[config.mk]
export PLATFORM = sky130hd
export DESIGN_NAME = sfh_ctrl
export DESIGN_NICKNAME = d
export VERILOG_FILES = /design/src/logic/sfh_ctrl.v
export VERILOG_INCLUDE_DIRS = /design/src /design/src/logic
export SDC_FILE = /design/constraint.sdc
export NUM_CORES = 1
export LEC_CHECK = 0
export ABC_CLOCK_PERIOD_IN_PS = 2000
export BUFFER_PORTS_ARGS = -buffer_cell sky130_fd_sc_hd__clkbuf_2
export CAP_MARGIN = 20
export CORE_ASPECT_RATIO = 1.2
export CORE_MARGIN = 2
export CORE_UTILIZATION = 51
export DETAILED_ROUTE_END_ITERATION = 16
export HOLD_SLACK_MARGIN = 0.1
export PLACE_DENSITY = 0.78
export REMOVE_ABC_BUFFERS = 1
export SYNTH_ARGS = -nofsm -noshare
export SYNTH_HDL_FRONTEND = slang
export SYNTH_SLANG_ARGS = --single-unit
[constraint.sdc]
create_clock -name clk_sys -period 2 [get_ports clk_sys]
set_input_delay 0.1 -clock clk_sys [delete_from_list [all_inputs] [get_ports clk_sys]]
set_output_delay 0.1 -clock clk_sys [all_outputs]
set_load 0.01 [all_outputs]
[src/logic/sfh_map.vh]
// Constants for the serial flash host controller
`ifndef SFH_MAP_VH
`define SFH_MAP_VH
`define SFH_ADDR_CTRL 4'h0
`define SFH_ADDR_STAT 4'h1
`define SFH_ADDR_ID 4'h2
`define SFH_ADDR_XLEN 4'h3
`define SFH_CTRL_GO 0
`define SFH_CTRL_OP_LO 1
`define SFH_CTRL_OP_HI 2
`define SFH_OP_CFG 2'h0
`define SFH_OP_ID 2'h1
`define SFH_OP_STATUS 2'h2
`define SFH_OC_CFG0 8'h3d
`define SFH_OC_CFG1 8'h2a
`define SFH_OC_CFG2 8'h80
`define SFH_OC_CFG3 8'ha6
`define SFH_OC_ID 8'h9f
`define SFH_OC_STATUS 8'hd7
`define SFH_CONT_CODE 8'h7f
`define SFH_ST_READY 7
`define SFH_ST_PAGE512 0
`define SFH_DIV_HALF 4
`define SFH_ID_RESET 32'h00000000
`endif

[src/logic/sfh_ctrl.v]
// Host controller that drives a serial flash through its select, clock and data pins
//
// What this block does
// - Page-size configuration sends select low, then 3D,2A,80,A6 exactly in order.
// - Select released right after the last configuration bit starts programming.
// - Status bit 0 (binary page size) is only passed to software; the block neither checks it nor reissues.
// - Identification read sends 9F then clocks in bytes, MSB first.
// - Extended length byte is zero; host may skip reading it.
// - Releasing select ends identification read at any point.
// - Host treats up to MAX_CONT (default 4) leading 7F bytes as continuation and keeps reading.
// - Host starts nothing while a read-group command is running.
// - Buffer and query commands are allowed during self-timed array operations.
// - Host uses the opposite buffer to the running array command.
// - During protection programming the host issues only status reads.
// - Status read sends D7; status byte repeats while clocking continues.
//
// Chosen here: strobed register access and the register addresses.
`timescale 1ns/1ps
`default_nettype none
`include "sfh_map.vh"
module sfh_ctrl #(
	parameter DIV_HALF = `SFH_DIV_HALF,
	parameter MAX_CONT = 4
) (
	input wire clk_sys,
	input wire srst,
	input wire [3:0] regAddr,
	input wire [31:0] regWdata,
	input wire regWr,
	input wire regRd,
	output reg [31:0] regRdata,
	output reg flashSelN,
	output reg flashClk,
	output reg flashDout,
	input wire flashDin
);
////////////////////////////////////////////////////////////////////////
// Pin input synchroniser
reg dinMeta_q;
reg dinSync_q;
always @(posedge clk_sys) begin
	dinMeta_q <= flashDin;
	dinSync_q <= dinMeta_q;
end
////////////////////////////////////////////////////////////////////////
// Sequencer states
localparam S_IDLE = 3'd0;
localparam S_SEL = 3'd1;
localparam S_LOW = 3'd2;
localparam S_HIGH = 3'd3;
localparam S_END = 3'd4;
reg [2:0] state_q;
reg [7:0] div_q;
reg [7:0] txShift_q;
reg [7:0] rxShift_q;
reg [2:0] bitCnt_q;
reg [2:0] txByte_q;
reg [2:0] txLen_q;
reg [2:0] rxByte_q;
reg [2:0] rxLen_q;
reg [1:0] op_q;
reg busy_q;
reg [7:0] status_q;
reg [7:0] mfr_q;
reg [7:0] dev1_q;
reg [7:0] dev2_q;
reg [7:0] xlen_q;
reg [2:0] contCnt_q;
reg done_q;
reg cfgFail_q;
wire tick = (div_q == DIV_HALF[7:0] - 8'h01);
// Command bytes in order; the configuration bytes are never split across frames
function [7:0] cmdByte;
	input [1:0] op;
	input [2:0] idx;
	begin
		cmdByte = `SFH_OC_STATUS;
		if (op == `SFH_OP_ID)
			cmdByte = `SFH_OC_ID;
		else if (op == `SFH_OP_CFG) begin
			case (idx)
				3'd0: cmdByte = `SFH_OC_CFG0;
				3'd1: cmdByte = `SFH_OC_CFG1;
				3'd2: cmdByte = `SFH_OC_CFG2;
				default: cmdByte = `SFH_OC_CFG3;
			endcase
		end
	end
endfunction
wire [7:0] nextCmd = cmdByte(op_q, txByte_q + 3'd1);
////////////////////////////////////////////////////////////////////////
// Serial engine, mode 0: data set while clock low, sampled on rising edge
always @(posedge clk_sys) begin
	if (srst) begin
		state_q <= S_IDLE;
		div_q <= 8'h00;
		txShift_q <= 8'h00;
		rxShift_q <= 8'h00;
		bitCnt_q <= 3'd0;
		txByte_q <= 3'd0;
		txLen_q <= 3'd0;
		rxByte_q <= 3'd0;
		rxLen_q <= 3'd0;
		op_q <= 2'h0;
		busy_q <= 1'b0;
		status_q <= 8'h00;
		mfr_q <= 8'h00;
		dev1_q <= 8'h00;
		dev2_q <= 8'h00;
		xlen_q <= 8'h00;
		contCnt_q <= 3'd0;
		done_q <= 1'b0;
		cfgFail_q <= 1'b0;
		flashSelN <= 1'b1;
		flashClk <= 1'b0;
		flashDout <= 1'b0;
	end else begin
		div_q <= tick ? 8'h00 : div_q + 8'h01;
		case (state_q)
			S_IDLE: begin
				// A single frame at a time keeps any command from overlapping another
				// No overlap is ever issued, so buffer choice and protection phases cannot clash
				if (regWr && regAddr == `SFH_ADDR_CTRL && regWdata[`SFH_CTRL_GO]) begin
					op_q <= regWdata[`SFH_CTRL_OP_HI:`SFH_CTRL_OP_LO];
					busy_q <= 1'b1;
					done_q <= 1'b0;
					txByte_q <= 3'd0;
					rxByte_q <= 3'd0;
					contCnt_q <= 3'd0;
					txLen_q <= (regWdata[`SFH_CTRL_OP_HI:`SFH_CTRL_OP_LO] == `SFH_OP_CFG) ? 3'd4 : 3'd1;
					// Identification reads four bytes; status reads one repeat
					rxLen_q <= (regWdata[`SFH_CTRL_OP_HI:`SFH_CTRL_OP_LO] == `SFH_OP_ID) ? 3'd4 :
						(regWdata[`SFH_CTRL_OP_HI:`SFH_CTRL_OP_LO] == `SFH_OP_STATUS) ? 3'd1 : 3'd0;
					txShift_q <= cmdByte(regWdata[`SFH_CTRL_OP_HI:`SFH_CTRL_OP_LO], 3'd0);
					bitCnt_q <= 3'd0;
					state_q <= S_SEL;
				end
			end
			S_SEL: if (tick) begin
				flashSelN <= 1'b0;
				flashDout <= txShift_q[7];
				state_q <= S_LOW;
			end
			S_LOW: if (tick) begin
				flashClk <= 1'b1;
				if (txByte_q >= txLen_q)
					rxShift_q <= {rxShift_q[6:0], dinSync_q};
				state_q <= S_HIGH;
			end
			S_HIGH: if (tick) begin
				flashClk <= 1'b0;
				bitCnt_q <= bitCnt_q + 3'd1;
				state_q <= S_LOW;
				if (txByte_q < txLen_q) begin
					txShift_q <= {txShift_q[6:0], 1'b0};
					flashDout <= txShift_q[6];
					if (bitCnt_q == 3'd7) begin
						txByte_q <= txByte_q + 3'd1;
						txShift_q <= nextCmd;
						flashDout <= nextCmd[7];
						// Select rises right after the last configuration bit
						if (txByte_q + 3'd1 == txLen_q && rxLen_q == 3'd0)
							state_q <= S_END;
					end
				end else if (bitCnt_q == 3'd7) begin
					flashDout <= 1'b0;
					if (op_q == `SFH_OP_STATUS) begin
						status_q <= rxShift_q;
						state_q <= S_END;
					end else if (rxByte_q == 3'd0 && rxShift_q == `SFH_CONT_CODE && contCnt_q < MAX_CONT[2:0]) begin
						contCnt_q <= contCnt_q + 3'd1;
					end else begin
						rxByte_q <= rxByte_q + 3'd1;
						case (rxByte_q)
							3'd0: mfr_q <= rxShift_q;
							3'd1: dev1_q <= rxShift_q;
							3'd2: dev2_q <= rxShift_q;
							default: xlen_q <= rxShift_q;
						endcase
						if (rxByte_q + 3'd1 == rxLen_q)
							state_q <= S_END;
					end
				end else begin
					flashDout <= 1'b0;
				end
			end
			S_END: if (tick) begin
				flashSelN <= 1'b1;
				flashClk <= 1'b0;
				busy_q <= 1'b0;
				done_q <= 1'b1;
				// The device ignores an incomplete sequence, so flag one here
				cfgFail_q <= (op_q == `SFH_OP_CFG) && (txByte_q != 3'd4);
				state_q <= S_IDLE;
			end
			default: state_q <= S_IDLE;
		endcase
	end
end
////////////////////////////////////////////////////////////////////////
// Register read port; status bits let software poll ready and page size
always @(posedge clk_sys) begin
	if (srst) begin
		regRdata <= `SFH_ID_RESET;
	end else if (regRd) begin
		case (regAddr)
			`SFH_ADDR_CTRL: regRdata <= {29'h0, op_q, busy_q};
			`SFH_ADDR_STAT: regRdata <= {16'h0, cfgFail_q, done_q, busy_q, 3'h0, status_q[`SFH_ST_READY],
				status_q[`SFH_ST_PAGE512], status_q};
			`SFH_ADDR_ID: regRdata <= {mfr_q, dev1_q, dev2_q, 5'h0, contCnt_q};
			`SFH_ADDR_XLEN: regRdata <= {24'h0, xlen_q};
			default: regRdata <= 32'h00000000;
		endcase
	end else begin
		regRdata <= 32'h00000000;
	end
end
endmodule // sfh_ctrl
`default_nettype wire

-- Word level (Yosys, flattened, before mapping)
Index checks and enable logic that the tools add are counted.
- register bits: 127
- bits in latches: 0
- bits in writable memories: 0
- memory bits (read-only): 0
- output and inout bits: 35
- logic and storage cells: 170
- memories kept: 0
- $add $sub $neg: 5
- multipliers: 0
- div/mod/pow operators: 0
- magnitude comparators: 3
- equal/unequal tests: 33
- shifts and indexed selects: 0
- multiplexer cells: 59
- bitwise logic cells: 5
- reductions and logical operators: 40
- operator list (operator ; number):
    one-hot mux 32 bit (4 select lines) ; 1
    two-way mux 3 bit ; 29
    two-way mux 8 bit ; 8
    AND reduction 7 bit ; 6
    one-hot mux 3 bit (2 select lines) ; 4
    one-hot mux 8 bit (3 select lines) ; 1
    inequality test 2 bit, second input constant ; 11
    AND reduction 3 bit ; 6
    one-hot mux 8 bit (2 select lines) ; 1
    one-hot mux 3 bit (5 select lines) ; 1
    AND reduction 5 bit ; 3
    adder 3 x 1 -> 3 bit, second input constant ; 4
    == test 3 x 2 -> 1 bit, second input constant ; 4
    logical NOT 3 bit ; 4
    one-hot mux 1 bit (2 select lines) ; 5
    nonzero test 2 bit ; 5
    == test 3 x 1 -> 1 bit, second input constant ; 3
    two-way mux 1 bit ; 9
    adder 8 x 1 -> 8 bit, second input constant ; 1
    == test 4 x 2 -> 1 bit, second input constant ; 2
    == test 8 x 2 -> 1 bit, second input constant ; 1
    == test 8 x 7 -> 1 bit, second input constant ; 1
    == test 3 bit ; 2
    == test 3 bit, second input constant ; 2
    16 further kinds ; 31

-- Depth between registers and ports, before layout
Gate-level depths: netlist of the first run.
- depth after elaboration: 9
- depth in mapped cells: 8

-- Worst setup path before layout of the first run
Ideal clock, no wire load.
- path kind: register -> register
- from: register rxByte_q[0]
- to: register contCnt_q[0]
- library setup time: 0.116 ns
- data arrival time: 1.983 ns
- setup slack: -0.100 ns
- cell stages (with the launch flop): 8
- path buffers: 0
- clock period less this slack: 2.100 ns
- path through: dfxtp_1 > inv_1 > ha_1 > nand4_1 > or4_1 > o31ai_1 > a2111oi_0 > a31o_2
- longest elaborated chain between the ends: 5
- RTL lines (element ; line ; source):
    start, declared ; sfh_ctrl.v:59 ; reg [2:0] rxByte_q;
    start signal, assigned ; sfh_ctrl.v:173 ; rxByte_q <= rxByte_q + 3'd1;
    logical NOT 3 bit ; sfh_ctrl.v:170 ; end else if (rxByte_q == 3'd0 && rxShift_q == `SFH_CONT_CODE && contCnt_q < MAX_CONT[2:0]) begin
    logical AND 1 bit (no line) ; -- ;
    logical AND 1 bit ; sfh_ctrl.v:170 ;
    inequality test 2 bit (no line) ; -- ;
    AND reduction 7 bit (no line) ; -- ;
    end signal, assigned ; sfh_ctrl.v:171 ; contCnt_q <= contCnt_q + 3'd1;
    end, declared ; sfh_ctrl.v:68 ; reg [2:0] contCnt_q;
Every way passes these cells.
A chain may end at the register's enable or synchronous reset.

-- Final worst setup path of the first run
- from: register txLen_q[2]
- to: register xlen_q[2]
- longest elaborated chain between the ends: 3
- RTL lines (element ; line ; source):
    start, declared ; sfh_ctrl.v:58 ; reg [2:0] txLen_q;
    start signal, assigned ; sfh_ctrl.v:130 ; txLen_q <= (regWdata[`SFH_CTRL_OP_HI:`SFH_CTRL_OP_LO] == `SFH_OP_CFG) ? 3'd4 : 3'd1;
    less-than comparator 3 bit ; sfh_ctrl.v:154 ; if (txByte_q < txLen_q) begin
    NOT 1 bit (no line) ; -- ;
    AND reduction 7 bit (no line) ; -- ;
    end signal, assigned ; sfh_ctrl.v:178 ; default: xlen_q <= rxShift_q;
    end, declared ; sfh_ctrl.v:67 ; reg [7:0] xlen_q;
Every way passes these cells.

==> results.md, run 1 <==
* Status: complete, no violations
* Fmax at 502 MHz
* Post-Syn Area per Cell at between 9 and 10 um2
* Slew headroom at 0.625
* Part of the cycle the worst path needs at 0.997
* Largest net degree at the start of global routing at 41
* Fill count at slightly above 700
* IO Count at between 70 and 80
* Critical Path Fanout Max at 8
* Vias in the first global route at between 4000 and 5000
* Yosys reg bits at 125
* Worst-Margin Slew at between 0.5 and 0.6 ns
* Die width at ~96 um
* Arrival time at the worst endpoint at roughly 2.3 ns
* Placed inst area at ~5900 um2
* Wire per inst at approximately 17 um
* Gpl congestion at 0.895
* Crit end category: flip-flop
* Core area at approximately 9900 um2
* Clock sinks at about 130
* Mapped Cells at 547
* DR iter-0 viols at 350
* Post-synthesis sequential area ratio at 0.487
* Peak supply drop at roughly 560 uV
* Area of the multi-input gates at 2640 um2
* Largest area contributor in the netlist: dfxtp_1
* Post-synth EDFFs at 0
* Worst-path clk slew at 0.06 ns
* Worst setup SP type: flip-flop
* Die Area at roughly 11000 um2
* Synth top area share at 0.487
* Minimum clock period at ~2.0 ns
* Post-Route WL at roughly 14000 um
* Ranking of synthesized cells by area: dfxtp_1 (49%), mux2i_1 (9.0%), nand2_1 (5.3%)
* Clock skew at between 0.007 and 0.008 ns
* Final worst-path setup slack at between 0.006 and 0.007 ns
* First-pass iteration count of the detailed router at 5
* Hold Violations, Final at 0
* WS Path Type: flip-flop to flip-flop
* CP Data Required Time at about 2.3 ns
* Antenna violation net count after detailed routing at 0
* Ys async rst share at 0
* Min-Delay Path Class: input pin to flip-flop
* Synth-to-layout area growth at 32.2%
* Lkg Pwr at between 2 and 3 nW
* Dpl hpwl at 8620 um
* Clock Path Buffers at 2
* Ys Warns at 0
* Port Buf Inserts at 46
* Grt ovf at 0
* Mapped cell area at slightly above 5000 um2
* ANT cells at 0
* Initial Utilization at 0.518
* Design Area, Final at ~6800 um2
* CTS tree: done
* Synth cell types at 56
* Total CTS buffers at 17
* Deepest level of the CTS H-tree at 4
* Sequential cell area at around 2500 um2
* Layout cells sized above 1 at 0.282
* Routed vias at approximately 4600
* Global-route wire length before repair at between 20000 and 25000 um
* Most used flip-flop cell after synthesis: dfxtp_1
* Final setup fails at 0
* Total GRT Usage at 0.259
* Final-report max-slew violation count at 0
* Root Buffer: clkbuf_16
* Die H at between 100 and 150 um
* Clock latency on the worst-skew pair at around 0.4 ns
* RSZ-0062 raised after global routing: true
* Maxcap violations at 0
* Worst slack at placement at -0.151 ns
* Initial antenna violation count at 0
* P per Cell Area at between 800 and 900 nW/um2
* Reg2reg setup slack at a little over 0.006 ns
* Std-Cell Rows at 40
* Drt via density at between 5 and 6
* DRC Markers at 0
* Nets at 714
## synth_stat cells, types with 2 or more instances
cell,count
a22oi_1,8
dfxtp_1,125
clkbuf_1,18
a211oi_1,3
mux4_2,3
nor3b_1,3
nor2b_1,8
a21oi_2,2
a32o_1,2
nand3b_1,4
ha_1,14
a311oi_1,2
nor3_1,15
xnor2_1,5
nand3_2,3
mux2i_1,46
o21ai_0,12
nor2_1,58
a21boi_0,2
and2_1,20
or3_1,2
xor2_1,6
nand2b_1,3
inv_1,9
buf_2,5
a2111oi_0,2
nand3_1,22
and3_1,6
a21oi_1,34
a31o_2,2
nand4_1,6
nand2_1,73
## kinds of logic (layout without fill, tap and decap cells)
logic type	after synthesis	in the layout	synth area share
XOR/XNOR	11	11	0.0188
adder cells (fa/ha/maj)	14	14	0.0341
multiplexers	49	49	0.103
flip-flops	125	125	0.487
buffers and inverters	34	158	0.0268
AND/OR/NAND/NOR	234	234	0.227
AO/OA/AOI/OAI	80	80	0.103
## state kept, by name, indices dropped and copies added, names as in the netlist, 2 cells and up
signal / cells
txLen_q: 2
status_q: 8
dev2_q: 8
rxShift_q: 8
contCnt_q: 3
state_q: 3
txShift_q: 8
xlen_q: 8
regRdata: 32
op_q: 2
dev1_q: 8
bitCnt_q: 3
div_q: 8
rxByte_q: 3
rxLen_q: 2
mfr_q: 8
txByte_q: 3
## routing by layer
layer  vias to the layer above  global-route usage  part of all wire
li1                       2135                   -                 -
met1                      2200               0.298              0.40
met2                       213               0.448              0.51
met3                        50              0.0627             0.061
met4                         0               0.118             0.032
met5                         -                   0                 0
## worst max-delay path, stage by stage (launching register included)
cell	delay [ns]
dfxtp_2	0.34
inv_2	0.05
ha_4	0.29
a21oi_4	0.07
buf_4	0.17
buf_4	0.14
nor4_4	0.31
buf_12	0.19
mux2i_1	0.23
nor2_1	0.07
## worst paths after layout
path,startpoint,to,depth (start not counted)
max,txLen_q[2],xlen_q[2],9
min,regRd,regRdata[2],4
max reg2reg,txLen_q[2],xlen_q[2],9
min reg2reg,dinMeta_q,dinSync_q,0
## where the power goes
group | total, mW | switching [mW] | internal (mW) | leakage (nW)
clock | 3.28 | 1.13 | 2.15 | 0.302
combinational | 0.185 | 0.107 | 0.0774 | 1.41
sequential | 2.52 | 0.0124 | 2.51 | 1.01
## cell usage in the layout, fill, tap and decap left out, types with 3 or more instances in the layout
cell type      instances
a22oi_1                8
nor3_2                 3
inv_1                  5
clkbuf_2              46
xnor2_1                4
o21ai_0                9
inv_2                  4
clkbuf_16             17
nor2b_1                8
inv_6                  3
ha_4                   3
a211oi_1               3
nand3b_1               4
and3_1                 4
mux2i_1               43
and2_1                20
dlygate4sd3_1          3
nand3_1               22
xor2_1                 6
a21oi_1               34
nand4_1                6
buf_4                 65
nor2_1                57
nand2_1               72
clkinvlp_4             3
mux4_2                 3
nor3_1                13
dfxtp_2                4
bufinv_16              4
dfxtp_1              121
ha_1                  10
o21ai_1                4
## final cells by class
cell class / instances / area share
sequential: 125 / 0.369
multi-input combinational: 388 / 0.389
inverter: 9 / 0.00498
timing repair buffer: 118 / 0.119
clock buffer: 19 / 0.0667
clock inverter: 12 / 0.0269
tap: 126 / 0.0232
## repair_timing
action                                 4_1_cts  5_1_grt
hold buffers                                 3        0
endpoints found under the hold margin        6        0
setup buffers                                3        4
setup endpoints to repair                   36       62
resized for setup                           22       20
pin swaps                                    7        4
## per-stage QoR
step	TNS [ns]	utilization	hold WS [ns]	cells	total power [mW]
after floorplan	-13.71	-	0.128	522	2.63
final	0	0.685	0.150	797	5.99
after global routing	-1.74	0.685	0.190	797	6.13
after detailed placement	-3.25	0.596	0.220	756	2.73
after CTS	0	0.675	0.131	793	5.99
after global placement	-1.76	0.596	0.218	756	2.72
Power figures use the tool's default switching activity.
==> inputs of run 2 (changes only) <==
Settings changed: ABC_CLOCK_PERIOD_IN_PS 2000 to 2050, CORE_MARGIN 2 to default, CORE_UTILIZATION 51 to 56, CTS_CLUSTER_SIZE from default to 20, PLACE_DENSITY 0.78 to 0.82.
Clock period 2 ns to 2.05 ns, I/O delays scaled along.
==> results.md, run 2 (same netlist as run 1, synthesis figures left out) <==
* CTS tree: done
* Routing usage on met1 at 0.323 (+0.0250)
* Placed inst area at 5860 um2 (-0.87%)
* Grt met2 use at 0.510 (+0.0613)
* Worst hold path startpoint: regWdata[0]
* Std-Cell Rows at 37 (-7.5%)
* Antenna violation net count after detailed routing at 0 (unchanged)
* Post-Route WL at 13800 um (+1.8%)
* IO Count at 76 (unchanged)
* WS Path Type: flip-flop to flip-flop
* Die H at 107 um (-6.2%)
* Part of the cycle the worst path needs at 0.990 (-0.00709)
* Drt via density at 5.91 (+2.4%)
* Arrival time at the worst endpoint at 2.42 ns (+0.14 ns)
* Nets at 709 (-0.70%)
* Status: complete, no violations
* DRC Markers at 0 (unchanged)
* Deepest level of the CTS H-tree at 4 (unchanged)
* Clock skew at 0.00970 ns (+0.00178 ns)
* First-pass iteration count of the detailed router at 5 (unchanged)
* Layout cells sized above 1 at 0.264 (-0.0178)
* Worst-Margin Slew at 0.639 ns (+0.0811 ns)
* Die width at 89.4 um (-6.5%)
* Final setup fails at 0 (unchanged)
* Die Area at 9560 um2 (-12%)
* Largest register FFs at 32 (unchanged)
* Lkg Pwr at 2.66 nW (-2.3%)
* Crit end category: flip-flop
* Grt ovf at 0 (unchanged)
* Hold Violations, Final at 0 (unchanged)
* Most common cell after layout, fill and taps aside: dfxtp_1
* Total CTS buffers at 17 (unchanged)
* Min-Delay Path Class: input pin to flip-flop
* Design Area, Final at 6690 um2 (-1.5%)
* Synth-to-layout area growth at 30.2%
* Critical Path Fanout Max at 8 (unchanged)
* Initial antenna violation count at 0 (unchanged)
* Dpl hpwl at 8770 um (+1.7%)
* Biggest register: regRdata
* CP Data Required Time at 2.44 ns (+0.16 ns)
* Hold WS at 0.116 ns (-0.0346 ns)
* Port Buf Inserts at 46 (unchanged)
* Clock Path Buffers at 2 (unchanged)
* Worst-path clk slew at 0.06 ns (about the same)
* Met3 Use GR at 0.0831 (+0.0204)
* Clock sinks at 125 (unchanged)
* Final TNS setup at 0 ns (unchanged)
* Routed vias at 4630 (+0.70%)
* Core area at 8750 um2 (-12%)
* Minimum clock period at 2.03 ns (+0.0353 ns)
* Final-report max-slew violation count at 0 (unchanged)
* Launch point of the worst path: rxByte_q[1]
* Slowest stage delay, CP at 0.34 ns (about the same)
* ANT cells at 0 (unchanged)
* DR iter-0 viols at 422 (+21%)
* P per Cell Area at 815 nW/um2 (-7.6%)
* Most frequent cells in the layout: dfxtp_1 (120), nand2_1 (73), nor2_1 (58), buf_4 (54), clkbuf_2 (46)
* Maxcap violations at 0 (unchanged)
* Slowest-stage cell, CP: dfxtp_1
* Slew headroom at 0.574 (-0.0507)
* Largest net degree at the start of global routing at 62 (+51%)
* Root Buffer: clkbuf_8
* Clock latency on the worst-skew pair at 0.53 ns (+0.12 ns)
* Gpl congestion at 0.917 (+2.4%)
* Fmax at 493 MHz (-1.7%)
* Vias in the first global route at 4378 (-0.41%)
* Grt peak-use layer: met2
* Total GRT Usage at 0.294 (+0.0350)
* Initial Utilization at 0.587 (+0.0687)
* Wire per inst at 17.6 um (+3.5%)
* Worst r2r src: rxByte_q[1]
* Worst setup SP type: flip-flop
* Fill count at 564 (-22%)
* CP cell instances: inv_2, buf_4, ha_1, nor3_2, o21ai_1, nor4_4, buf_12, mux2i_4, nor2_1
* Peak supply drop at 619 uV (+11%)
* Global-route wire length before repair at 21100 um (-2.5%)
[run 2: worst paths after layout]
check / slack, ns / endpoint / depth (start not counted)
setup / recovery: 0.02 / xlen_q[0] / 9
hold / removal: 0.12 / state_q[0] / 4
setup reg to reg: 0.02 / xlen_q[0] / 9
hold reg to reg: 0.36 / dinSync_q / 0
[run 2: stage by stage]
step	setup slack, ns	utilization	std cells	power (mW)
after CTS	-0.0133	0.750	780	5.43
after global placement	-0.0193	0.670	740	2.65
after global routing	-0.0408	0.764	784	5.60
after floorplan	-0.532	-	522	2.57
final	0.0207	0.764	784	5.45
after detailed placement	-0.161	0.670	740	2.66
[run 2: cell type report]
cell class	instances	area, um2	area share
Sequential cell	125	2510	0.375
Multi-Input combinational cell	388	2630	0.394
Inverter	9	33.8	0.00505
Clock buffer	17	414	0.0619
Clock inverter	15	145	0.0217
Timing Repair Buffer	113	803	0.120
Tap cell	117	146	0.0219
[run 2: critical path: cells and delay by family, from the launching register on]
family	cells	cell delay, ns
adder cells (fa/ha/maj)	1	0.23
AO/OA/AOI/OAI	1	0.14
buffers and inverters	3	0.38
flip-flops	1	0.34
AND/OR/NAND/NOR	3	0.53
multiplexers	1	0.26
[run 2: power breakdown]
| group | internal (mW) | switching, mW | leakage (nW) |
|---|---|---|---|
| clock network | 1.55 | 1.26 | 0.268 |
| logic | 0.0767 | 0.106 | 1.38 |
| registers | 2.44 | 0.0151 | 1.01 |
| total | 4.07 | 1.38 | 2.66 |
[run 2: metal layers]
metal	up-vias	routed length, um	part of all wire
met3	74	940	0.068
li1	2126	-	-
met4	0	637	0.046
met2	229	7250	0.52
met5	-	0	0
met1	2201	4990	0.36
[run 2: what timing repair did]
action                                  CTS  global route
endpoints found under the hold margin    16             0
resized for setup                        14            25
pin swaps                                 2             7
buffers inserted                          0             5
endpoints found under the setup margin   31            50
hold buffers                              8             0
